## config.mk

```make
export PLATFORM = sky130hd
export DESIGN_NAME = acp_alarm_port
export DESIGN_NICKNAME = d
export VERILOG_FILES = /design/src/include/acp_pkg.sv /design/src/verilog/acp_alarm_port.sv
export VERILOG_INCLUDE_DIRS = /design/src /design/src/include
export SDC_FILE = /design/constraint.sdc
export NUM_CORES = 2
export LEC_CHECK = 0
export ABC_AREA = 1
export BUFFER_PORTS_ARGS = -buffer_cell sky130_fd_sc_hd__buf_2
export CAP_MARGIN = 25
export CORE_MARGIN = 10
export CORE_UTILIZATION = 50
export CTS_CLUSTER_DIAMETER = 100
export DETAILED_ROUTE_END_ITERATION = 7
export PLACE_DENSITY = 0.67
export SLEW_MARGIN = 20
export SYNTH_ARGS = -nofsm -noshare
export SYNTH_HDL_FRONTEND = slang
export SYNTH_SLANG_ARGS = --single-unit
```

## constraint.sdc

```tcl
create_clock -name clk_sys -period 7.3 [get_ports clk_sys]
set_clock_uncertainty 0.15 [all_clocks]
set_input_delay 0 -clock clk_sys [delete_from_list [all_inputs] [get_ports clk_sys]]
set_output_delay 0 -clock clk_sys [all_outputs]
set_load 0.02 [all_outputs]
```

## src/include/acp_cfg.svh

```systemverilog
// Purpose: constants of the alarm and output port command interpreter
// Assumes: ASCII frames, one character per byte, carriage return ends a frame
// Notes:   offsets are character positions inside a frame, index 0 is the '@'
`ifndef ACP_CFG_SVH
`define ACP_CFG_SVH

`define ACP_CH_START   8'h40
`define ACP_CH_CR      8'h0d
`define ACP_CH_OK      8'h21
`define ACP_CH_BAD     8'h3f
`define ACP_CH_PLUS    8'h2b
`define ACP_CH_MINUS   8'h2d
`define ACP_CH_DOT     8'h2e
`define ACP_CH_C       8'h43
`define ACP_CH_D       8'h44
`define ACP_CH_H       8'h48
`define ACP_CH_I       8'h49
`define ACP_CH_L       8'h4c
`define ACP_CH_M       8'h4d
`define ACP_CH_O       8'h4f

`define ACP_FRAME_MAX  17
`define ACP_LEN_SHORT  5'h05
`define ACP_LEN_CHAN   5'h07
`define ACP_LEN_LIMIT  5'h11
`define ACP_RESP_MAX   6

`define ACP_RST_PORT   8'h00

`endif

```

## src/include/acp_pkg.sv

```systemverilog
// Purpose: types of the alarm and output port command interpreter
// Assumes: nothing beyond the cfg header
// Notes:   module-sized state lives in the module itself
package acp_pkg;
	typedef enum logic [1:0] {ACP_RX, ACP_EXEC, ACP_TX} acp_state_t;
endpackage

```

## src/verilog/acp_alarm_port.sv

```systemverilog
// Purpose: alarm and output port command interpreter
// Assumes: rx bytes, readings, watchdog flag and module_id all on clk_sys
// Notes:   readings and limits are signed hundredths of a degree
`timescale 1ns/1ps
`include "acp_cfg.svh"

module acp_alarm_port #(
	parameter int NCH   = 8,
	parameter int NPORT = 8,
	parameter int RW    = 18
) (
	input  wire logic              clk_sys,
	input  wire logic              rst_n,
	input  wire logic [7:0]        module_id,
	input  wire logic [7:0]        rx_data,
	input  wire logic              rx_valid,
	input  wire logic              rx_err,
	input  wire logic              wdt_timeout,
	input  wire logic [NCH*RW-1:0] reading_flat,
	output logic [7:0]             tx_data,
	output logic                   tx_valid,
	input  wire logic              tx_ready,
	output logic [NPORT-1:0]       port_out,
	output logic [NCH-1:0]         hi_alarm,
	output logic [NCH-1:0]         lo_alarm
);

	// --------------------------------------------------------------
	// parameter check
	// --------------------------------------------------------------
	generate
		if (NCH < 1 || NCH > 8 || NPORT < 1 || NPORT > 8 || RW < 18) begin : g_bad
			$error("acp_alarm_port: NCH and NPORT must be 1..8, RW at least 18");
		end
	endgenerate

	typedef struct packed {
		acp_pkg::acp_state_t                 st;
		logic [`ACP_FRAME_MAX-1:0][7:0]      fb;
		logic [4:0]                          len;
		logic                                bad;
		logic [`ACP_RESP_MAX-1:0][7:0]       resp;
		logic [2:0]                          last;
		logic [2:0]                          idx;
		logic [7:0]                          tx_data;
		logic                                tx_valid;
		logic [NCH-1:0][RW-1:0]              hi_lim;
		logic [NCH-1:0][RW-1:0]              lo_lim;
		logic [NCH-1:0][2:0]                 hi_port;
		logic [NCH-1:0][2:0]                 lo_port;
		logic [NCH-1:0]                      hi_en;
		logic [NCH-1:0]                      lo_en;
		logic [NCH-1:0]                      hi_latch;
		logic [NCH-1:0]                      lo_latch;
		logic [NCH-1:0]                      hi_act;
		logic [NCH-1:0]                      lo_act;
		logic [NPORT-1:0]                    owned;
		logic [NPORT-1:0]                    manual;
		logic [NPORT-1:0]                    dout;
	} acp_st_t;

	acp_st_t          s_ff;
	acp_st_t          nxt_s;
	logic             respond;
	logic             ok;
	logic             id_match;
	logic             is_do;
	logic             is_di;
	logic [NCH-1:0]   clr_hi_m;
	logic [NCH-1:0]   clr_lo_m;
	logic [NCH-1:0]   dis_hi_m;
	logic [NCH-1:0]   dis_lo_m;
	logic [NCH-1:0]   set_hi_m;
	logic [NCH-1:0]   set_lo_m;
	logic [NPORT-1:0] set_port_m;
	logic             set_latch;
	logic [NCH-1:0]   hcond;
	logic [NCH-1:0]   lcond;
	logic [NPORT-1:0] alarm_or;

	// --------------------------------------------------------------
	// character helpers
	// --------------------------------------------------------------
	function automatic logic [4:0] hex_val(input logic [7:0] c);
		if (c >= 8'h30 && c <= 8'h39) return {1'b1, c[3:0]};
		if ((c >= 8'h41 && c <= 8'h46) || (c >= 8'h61 && c <= 8'h66)) return {1'b1, 4'(c[3:0] + 4'h9)};
		return 5'h00;
	endfunction

	function automatic logic [4:0] dec_val(input logic [7:0] c);
		if (c >= 8'h30 && c <= 8'h39) return {1'b1, c[3:0]};
		return 5'h00;
	endfunction

	function automatic logic [7:0] hex_chr(input logic [3:0] n);
		if (n < 4'ha) return {4'h3, n};
		return 8'(8'h37 + {4'h0, n});
	endfunction

	// --------------------------------------------------------------
	// next state
	// --------------------------------------------------------------
	always_comb begin
		logic [4:0]    ha;
		logic [4:0]    hb;
		logic [4:0]    chd;
		logic [4:0]    pd;
		logic [`ACP_FRAME_MAX-1:0][4:0] dd;
		logic [`ACP_FRAME_MAX-1:0][4:0] hh;
		logic [7:0]    wval;
		logic          fmt_lim;
		logic [RW-1:0] mag;
		logic [RW-1:0] lim;
		logic [7:0]    dv8;
		nxt_s = s_ff;
		ha = hex_val(s_ff.fb[1]);
		hb = hex_val(s_ff.fb[2]);
		for (int k = 0; k < `ACP_FRAME_MAX; k++) begin
			dd[k] = dec_val(s_ff.fb[k]);
			hh[k] = hex_val(s_ff.fb[k]);
		end
		chd = dd[6];
		pd = dd[16];
		wval = {ha[3:0], hb[3:0]};
		respond = 1'b0;
		ok = 1'b0;
		is_do = 1'b0;
		is_di = 1'b0;
		clr_hi_m = '0;
		clr_lo_m = '0;
		dis_hi_m = '0;
		dis_lo_m = '0;
		set_hi_m = '0;
		set_lo_m = '0;
		set_port_m = '0;
		set_latch = (s_ff.fb[14] == `ACP_CH_L);
		hcond = '0;
		lcond = '0;
		alarm_or = '0;
		dv8 = 8'h00;
		id_match = ha[4] && hb[4] && wval == module_id;
		fmt_lim = s_ff.len == `ACP_LEN_LIMIT
			&& (s_ff.fb[5] == `ACP_CH_PLUS || s_ff.fb[5] == `ACP_CH_MINUS)
			&& dd[6][4] && dd[7][4] && dd[8][4]
			&& s_ff.fb[9] == `ACP_CH_DOT && dd[10][4] && dd[11][4]
			&& s_ff.fb[12] == `ACP_CH_C && dd[13][4]
			&& (s_ff.fb[14] == `ACP_CH_M || s_ff.fb[14] == `ACP_CH_L)
			&& s_ff.fb[15] == `ACP_CH_O && pd[4];
		mag = RW'(dd[6][3:0]) * RW'(10000) + RW'(dd[7][3:0]) * RW'(1000)
			+ RW'(dd[8][3:0]) * RW'(100) + RW'(dd[10][3:0]) * RW'(10)
			+ RW'(dd[11][3:0]);
		lim = (s_ff.fb[5] == `ACP_CH_MINUS) ? RW'(-mag) : mag;

		// ----------------------------------------------------------
		// frame reception and dispatch
		// ----------------------------------------------------------
		case (s_ff.st)
			acp_pkg::ACP_RX: begin
				if (rx_valid) begin
					if (rx_data == `ACP_CH_START) begin
						nxt_s.fb[0] = rx_data;
						nxt_s.len = 5'h01;
						nxt_s.bad = rx_err;
					end else if (rx_data == `ACP_CH_CR) begin
						if (s_ff.len != 5'h00) nxt_s.st = acp_pkg::ACP_EXEC;
						nxt_s.bad = s_ff.bad | rx_err;
					end else if (s_ff.len != 5'h00) begin
						if (s_ff.len == 5'(`ACP_FRAME_MAX)) nxt_s.bad = 1'b1;
						else begin
							nxt_s.fb[s_ff.len] = rx_data;
							nxt_s.len = 5'(s_ff.len + 5'h01);
						end
						if (rx_err) nxt_s.bad = 1'b1;
					end
				end
			end
			acp_pkg::ACP_EXEC: begin
				nxt_s.len = 5'h00;
				nxt_s.bad = 1'b0;
				nxt_s.st = acp_pkg::ACP_RX;
				if (!s_ff.bad && id_match) begin
					if (s_ff.len == `ACP_LEN_CHAN && s_ff.fb[5] == `ACP_CH_C && chd[4]
						&& (s_ff.fb[3] == `ACP_CH_C || s_ff.fb[3] == `ACP_CH_D)
						&& (s_ff.fb[4] == `ACP_CH_H || s_ff.fb[4] == `ACP_CH_L)) begin
						respond = 1'b1;
						ok = 32'(chd[3:0]) < NCH;
						if (ok) begin
							if (s_ff.fb[3] == `ACP_CH_C && s_ff.fb[4] == `ACP_CH_H) clr_hi_m[chd[2:0]] = 1'b1;
							if (s_ff.fb[3] == `ACP_CH_C && s_ff.fb[4] == `ACP_CH_L) clr_lo_m[chd[2:0]] = 1'b1;
							if (s_ff.fb[3] == `ACP_CH_D && s_ff.fb[4] == `ACP_CH_H) dis_hi_m[chd[2:0]] = 1'b1;
							if (s_ff.fb[3] == `ACP_CH_D && s_ff.fb[4] == `ACP_CH_L) dis_lo_m[chd[2:0]] = 1'b1;
						end
					end else if (s_ff.len == `ACP_LEN_SHORT && s_ff.fb[3] == `ACP_CH_D
						&& s_ff.fb[4] == `ACP_CH_I) begin
						respond = 1'b1;
						ok = 1'b1;
						is_di = 1'b1;
					end else if (s_ff.len == `ACP_LEN_CHAN && s_ff.fb[3] == `ACP_CH_D
						&& s_ff.fb[4] == `ACP_CH_O && hh[5][4] && hh[6][4]) begin
						respond = 1'b1;
						is_do = 1'b1;
						ok = !wdt_timeout;
						if (ok) nxt_s.manual = NPORT'({hh[5][3:0], hh[6][3:0]});
					end else if (fmt_lim && ((s_ff.fb[3] == `ACP_CH_H && s_ff.fb[4] == `ACP_CH_I)
						|| (s_ff.fb[3] == `ACP_CH_L && s_ff.fb[4] == `ACP_CH_O))) begin
						respond = 1'b1;
						ok = 32'(dd[13][3:0]) < NCH && 32'(pd[3:0]) < NPORT;
						if (ok) begin
							if (s_ff.fb[3] == `ACP_CH_H) set_hi_m[dd[13][2:0]] = 1'b1;
							else set_lo_m[dd[13][2:0]] = 1'b1;
							set_port_m[pd[2:0]] = 1'b1;
						end
					end
				end
				if (respond) begin
					dv8 = 8'(s_ff.dout);
					nxt_s.resp[0] = ok ? `ACP_CH_OK : `ACP_CH_BAD;
					nxt_s.resp[1] = hex_chr(module_id[7:4]);
					nxt_s.resp[2] = hex_chr(module_id[3:0]);
					nxt_s.resp[3] = (is_di && ok) ? hex_chr(dv8[7:4]) : `ACP_CH_CR;
					nxt_s.resp[4] = hex_chr(dv8[3:0]);
					nxt_s.resp[5] = `ACP_CH_CR;
					nxt_s.last = (is_di && ok) ? 3'h5 : 3'h3;
					nxt_s.idx = 3'h0;
					nxt_s.tx_data = ok ? `ACP_CH_OK : `ACP_CH_BAD;
					nxt_s.tx_valid = 1'b1;
					nxt_s.st = acp_pkg::ACP_TX;
				end
			end
			acp_pkg::ACP_TX: begin
				if (tx_ready) begin
					if (s_ff.idx == s_ff.last) begin
						nxt_s.tx_valid = 1'b0;
						nxt_s.st = acp_pkg::ACP_RX;
					end else begin
						nxt_s.idx = 3'(s_ff.idx + 3'h1);
						nxt_s.tx_data = s_ff.resp[3'(s_ff.idx + 3'h1)];
					end
				end
			end
			default: begin
				nxt_s.st = acp_pkg::ACP_RX;
				nxt_s.tx_valid = 1'b0;
			end
		endcase

		// ----------------------------------------------------------
		// alarm evaluation and port drive
		// ----------------------------------------------------------
		for (int i = 0; i < NCH; i++) begin
			// reading and limit share the current scale
			hcond[i] = s_ff.hi_en[i] && $signed(reading_flat[i*RW +: RW]) > $signed(s_ff.hi_lim[i]);
			lcond[i] = s_ff.lo_en[i] && $signed(reading_flat[i*RW +: RW]) < $signed(s_ff.lo_lim[i]);
			nxt_s.hi_act[i] = hcond[i] | (s_ff.hi_latch[i] & s_ff.hi_act[i] & ~clr_hi_m[i]);
			nxt_s.lo_act[i] = lcond[i] | (s_ff.lo_latch[i] & s_ff.lo_act[i] & ~clr_lo_m[i]);
			if (s_ff.hi_act[i]) alarm_or[s_ff.hi_port[i]] = 1'b1;
			if (s_ff.lo_act[i]) alarm_or[s_ff.lo_port[i]] = 1'b1;
			if (dis_hi_m[i]) begin
				nxt_s.hi_en[i] = 1'b0;
				nxt_s.hi_act[i] = 1'b0;
			end
			if (dis_lo_m[i]) begin
				nxt_s.lo_en[i] = 1'b0;
				nxt_s.lo_act[i] = 1'b0;
			end
			if (set_hi_m[i]) begin
				nxt_s.hi_lim[i] = lim;
				nxt_s.hi_en[i] = 1'b1;
				nxt_s.hi_latch[i] = set_latch;
				nxt_s.hi_port[i] = pd[2:0];
			end
			if (set_lo_m[i]) begin
				nxt_s.lo_lim[i] = lim;
				nxt_s.lo_en[i] = 1'b1;
				nxt_s.lo_latch[i] = set_latch;
				nxt_s.lo_port[i] = pd[2:0];
			end
		end
		nxt_s.owned = s_ff.owned | set_port_m;
		nxt_s.dout = (s_ff.owned & alarm_or) | (~s_ff.owned & s_ff.manual);
	end

	always_ff @(posedge clk_sys) begin
		if (!rst_n) begin
			s_ff <= '0;
			s_ff.st <= acp_pkg::ACP_RX;
			s_ff.manual <= NPORT'(`ACP_RST_PORT);
			s_ff.dout <= NPORT'(`ACP_RST_PORT);
		end else begin
			s_ff <= nxt_s;
		end
	end

	assign tx_data = s_ff.tx_data;
	assign tx_valid = s_ff.tx_valid;
	assign port_out = s_ff.dout;
	assign hi_alarm = s_ff.hi_act;
	assign lo_alarm = s_ff.lo_act;
endmodule

```

Word-level counts from Yosys, hierarchy flattened
Cells that the tools add are included.

storage, ports and cells
  register bits = 606
  latch bits = 0
  RAM bits = 0
  ROM bits = 0
  input port bits = 166
  output and inout port bits = 33
  logic and storage cells = 753
  memories kept = 0

cells by class
  $add $sub $neg = 15
  multipliers = 4
  div/mod/pow operators = 0
  magnitude comparators = 100
  equal/unequal tests = 40
  shift-type cells = 0
  multiplexer cells = 243
  bitwise logic cells = 93
  reduce and logical (&&, ||, !) cells = 145

operators by type and width
  operator                                                           count
  2-to-1 mux 8 bit                                                   70
  2-to-1 mux 141 bit                                                 2
  2-to-1 mux 5 bit                                                   30
  greater-than comparator 18 bit                                     8
  less-than comparator 18 bit                                        8
  2-to-1 mux 144 bit                                                 1
  2-to-1 mux 142 bit                                                 1
  bitwise mux 136 bit                                                1
  OR 8 bit                                                           17
  2-to-1 mux 130 bit                                                 1
  equality test 8 x 7 -> 1 bit, second input constant                14
  2-to-1 mux 1 bit                                                   101
  logical AND 1 bit                                                  88
  greater-or-equal comparator 8 x 6 -> 1 bit, second input constant  10
  less-or-equal comparator 8 x 6 -> 1 bit, second input constant     10
  less-than comparator 3 x 4 -> 1 bit, second input constant         20
  greater-or-equal comparator 8 x 7 -> 1 bit, second input constant  8
  less-or-equal comparator 8 x 7 -> 1 bit, second input constant     8
  demux 1 bit (select 3 bit)                                         19
  greater-or-equal comparator 3 x 1 -> 1 bit, second input constant  19
  demux 8 bit (select 5 bit)                                         1
  nonzero test 2 bit                                                 19
  AND 1 bit                                                          32
  OR reduction 2 bit                                                 16
  other kinds (52)                                                   136

Depth between registers and ports, before layout
  depth in word-level cells = 37
  gate-level depth with buffers = 39
  depth with buffers taken out = 38

Least setup slack after synthesis
Ideal clock, no wire load.

  kind = register to register
  start = register s_ff[538] (netlist name)
  end = register s_ff[298] (netlist name)
  setup time = 0.109 ns
  data arrival time = 5.456 ns
  required time = 7.041 ns
  path slack = 1.585 ns
  stages on the path, launching flop included = 38
  buffers on the path = 1
  period minus slack after synthesis = 5.715 ns
  cell sequence = dfxtp_1 > nand2_1 > nor3_1 > nand2_1 > inv_1 > nand2_1 > fa_1 > inv_1 > fa_1 > inv_1 > ha_1 > a21oi_1 > nand2_1 > a21oi_1 > nor2_1 > nor2_1 > or2_2 > nand2_1 > [... 2 more ...] > ha_1 > ha_1 > nand2_1 > nor2_1 > nand3_1 > nand3_1 > nand2_1 > nand2_1 > nand2_1 > nor2_1 > nand3_1 > nand2_1 > nand2_1 > nand2_1 > buf_2 > nand3_1 > nand2_1 > inv_1

between the ends
  longest elaborated chain between the ends = 21
  elaborated cells between the ends (all ways) = 29
  those cells by class = add/sub (5); mul (1); order compare (2); mux (9); reduce/logical (12)

ends and longest elaborated chain
  element                                                                                                       line                   source
  start, declared                                                                                               acp_alarm_port.sv:62   acp_st_t s_ff;
  start signal, assigned                                                                                        acp_alarm_port.sv:290  s_ff <= nxt_s;
  greater-or-equal comparator 8 x 6 -> 1 bit / less-or-equal comparator 8 x 6 -> 1 bit (equally long branches)  -
  logical AND 1 bit *                                                                                           -
  2-to-1 mux 1 bit *                                                                                            -
  2-to-1 mux 5 bit *                                                                                            acp_alarm_port.sv:92   return 5'h00;
  parallel branches: the longest is 17 deep, another holds adder 18 x 14 -> 18 bit                              -

Every way passes the cells marked *.
A chain may end at the register's enable or synchronous reset.

Final worst setup path
  start = register s_ff[537] (netlist name)
  end = register s_ff[224] (netlist name)

The elaborated chain is that of the path after synthesis.

==> flow_summary.json <==
{
  "min_period_ns": 6.76,
  "max_stage_delay_ns": 0.78,
  "synth_compound_area_share_pct": 18.4,
  "crit_top_cell": "nand2_1",
  "yosys_warnings": 0,
  "synth.distinct_cells": 71,
  "firstDrtPassIters": 6,
  "cts_buffers": 67,
  "hold_end": "hi_alarm[2]",
  "slew_headroom_pct": 26.0,
  "totalWireLength_um": 106000,
  "p_leak_nw": 17.7,
  "whs_path_depth": 9,
  "nets": 5614,
  "status": "complete, no violations",
  "n_fill_cell": 6737,
  "worstPathRequired_ns": 7.69,
  "path_clk_slew_ns": 0.06,
  "yosys.area.top_type_share_pct": 32.8,
  "synth_most_common_cell": "inv_1",
  "multi_input_area_um2": 20000,
  "num_rows": 98,
  "drtIter0Drc": 2501,
  "criticalPathCategory": "flip-flop to flip-flop",
  "grtUsageTotal_pct": 24.9,
  "hp-start": "reading_flat[45]",
  "reg2reg_depth": 32,
  "synth.largest_area_cell": "dfxtp_1",
  "crit-reg2reg-launch": "s_ff[537]",
  "ant_nets": 0,
  "viasPerCell": 5.39,
  "syn_inst": 4935,
  "dieArea_um2": 82700,
  "antenna_found_initial": 7,
  "regToRegSetupSlack_ns": 0.54,
  "synth_seq_cells": 587,
  "post-route-period-util_pct": 92.6,
  "cp.arrival_ns": 7.15,
  "place.port_buffers": 197,
  "whs_ns": 0.0379,
  "clk_latency_ns": 0.62,
  "rsz0062_at_grt": "no",
  "clkSinkCount": 587,
  "area_growth_pct": 11.2,
  "clockRootBuffer": "clkbuf_16",
  "core_area_um2": 71200,
  "grt_pass1_wl_um": 166000,
  "netlist_area_um2": 35800,
  "synth.area.mux_share_pct": 0,
  "globalplace.congestion": 1.02,
  "path_max_fanout": 16,
  "h-tree-depth": 3,
  "synth_enable_flop_cells": 0,
  "synth_nets": 5498,
  "r2r_end": "s_ff[224]",
  "wl_per_cell_um": 17.5,
  "hold_class": "primary input to flip-flop",
  "hold_viol_final": 0,
  "final-setup-viol-count": 0,
  "synth_common_cells": "inv_1 (748), nor2_1 (740), nand2_1 (619)",
  "io-pin-count": 199,
  "end_kind": "flip-flop",
  "critPathSlowestCell": "nand3_1",
  "tightest_slew_ns": 1.11,
  "ys_top_cells_by_area": "dfxtp_1 (33%), ha_1 (13%), inv_1 (7.8%)",
  "clock_tree.buffer_depth": 3,
  "die_x_um": 288,
  "seq_area_um2": 11800,
  "synth_area_per_cell_um2": 7.26,
  "critical-path-top-delay-family": "adder cells",
  "synthAdderAreaFrac_pct": 14.4,
  "path_buf_inv": 7,
  "path_depth": 32,
  "die_h_um": 288,
  "max_cap_viol_count": 0,
  "grt_max_degree": 112,
  "dp_hpwl_um": 75700,
  "async_flop_share_pct": 0,
  "fmax_mhz": 148,
  "p_per_area_nw_per_um2": 180,
  "initial_core_util_pct": 50.3,
  "cts_resized": 0,
  "synth_ff_type": "dfxtp_1",
  "crit_path_start_kind": "flip-flop",
  "grt_pass1_vias": 30200,
  "peakVddDrop_mv": 0.155,
  "drive_gt1_share_pct": 9.90,
  "post-cts-setup-buffers": 0,
  "globalRouteOverflowTotal": 0,
  "drc": 0,
  "synth_top_family_by_area": "simple AND/OR/NAND/NOR gates",
  "vias": 32600,
  "synthSimpleGateAreaFrac_pct": 21.4,
  "setup-tns-final_ns": 0,
  "synth_xor_xnor_area_share_pct": 1.36,
  "ys_seq_area_share_pct": 32.8,
  "cts_tree": "yes",
  "slew_viol_final": 0
}
registers in the layout (all words and copies together) (netlist names):
| name | cells |
|---|---|
| hi_alarm | 8 |
| lo_alarm | 8 |
| port_out | 8 |
| s_ff | 555 |
| tx_data | 7 |
| tx_valid | 1 |
cell families after synthesis:
| logic type | Yosys count |
|---|---|
| flip-flops | 587 |
| AND/OR/NAND/NOR | 1797 |
| XOR/XNOR | 51 |
| other | 1 |
| adder cells (fa/ha/maj) | 397 |
| buffers and inverters | 1001 |
| AO/OA/AOI/OAI | 1101 |
tightest hold or removal path: stages:
cell and delay, ns:
buf_2 0.10, ha_1 0.14, a211oi_1 0.05, nand2_1 0.07, nand2_1 0.05, nand3_1 0.10
xnor2_1 0.06, o311ai_0 0.10, a21oi_1 0.07
worst max-delay path by stage:
stage | from | end
floorplan | s_ff[538] | s_ff[298]
global placement | s_ff[538] | s_ff[389]
detailed placement | s_ff[538] | s_ff[226]
CTS | s_ff[537] | s_ff[224]
global route | s_ff[537] | s_ff[244]
finish | s_ff[537] | s_ff[224]
layout make-up:
class | count | share of cell area, %
sequential | 587 | 29.5
tap | 950 | 2.98
antenna | 2 | 0.0126
clock buffer | 85 | 4.66
timing repair buffer | 274 | 4.24
clock inverter | 33 | 1.04
inverter | 774 | 7.31
multi-input combinational | 3347 | 50.3
where the power goes:
part / internal (mW) / switching, mW / total (mW) / leakage (nW)
registers: 3.21 / 0.00385 / 3.21 / 4.73
clock network: 2.09 / 1.43 / 3.52 / 1.13
logic: 0.166 / 0.274 / 0.440 / 11.9
total: 5.47 / 1.71 / 7.17 / 17.7
layer usage:
layer  track usage [%]  wire (um)  vias to the layer above
li1                  -          -                    16500
met1              34.3      50000                    15100
met2              40.0      47200                      821
met3              4.20       6480                      137
met4              6.17       2120                       10
met5                 0         72                        -
what timing repair did:
action                     CTS  global route
hold buffers                39             0
hold endpoints to repair   220             0
setup endpoints to repair    0             0
cells in the final DEF, fill, tap and decap left out, drive strengths merged, types with 4 or more instances in the layout:
master / netlist / layout
xor2: 29 / 29
nor4: 30 / 30
o2111ai: 12 / 12
or2: 9 / 9
a21boi: 8 / 8
nor2: 749 / 749
a21o: 10 / 10
o22ai: 30 / 30
nand4: 67 / 67
a221oi: 8 / 8
nand3: 204 / 204
bufinv: 0 / 8
nand3b: 7 / 7
o21bai: 11 / 11
nor3: 74 / 74
a31oi: 19 / 19
inv: 773 / 778
nand2: 640 / 640
o211ai: 7 / 7
buf: 117 / 235
ha: 370 / 370
a211oi: 150 / 150
clkbuf: 110 / 85
o21ai: 427 / 427
a21oi: 379 / 379
clkinv: 1 / 20
xnor2: 22 / 22
or4: 14 / 14
o31ai: 8 / 8
a41oi: 4 / 4
o311ai: 9 / 9
dfxtp: 587 / 587
fa: 27 / 27
dlygate4sd3: 0 / 39
per-stage QoR:
stage                     cells  power (mW)  utilization [%]  cell area (um^2)  setup slack (ns)
final                      6052        7.17             55.9             39800             0.542
after global routing       6052        7.42             55.9             39800            0.0675
after CTS                  6050        7.22             55.9             39800             0.594
after detailed placement   5893        3.70             52.2             37200             0.716
after global placement     5891        3.69             52.1             37100             0.865
after floorplan            4935        3.54                -             35800              1.58
No activity file was read; power rests on OpenSTA's default activity.
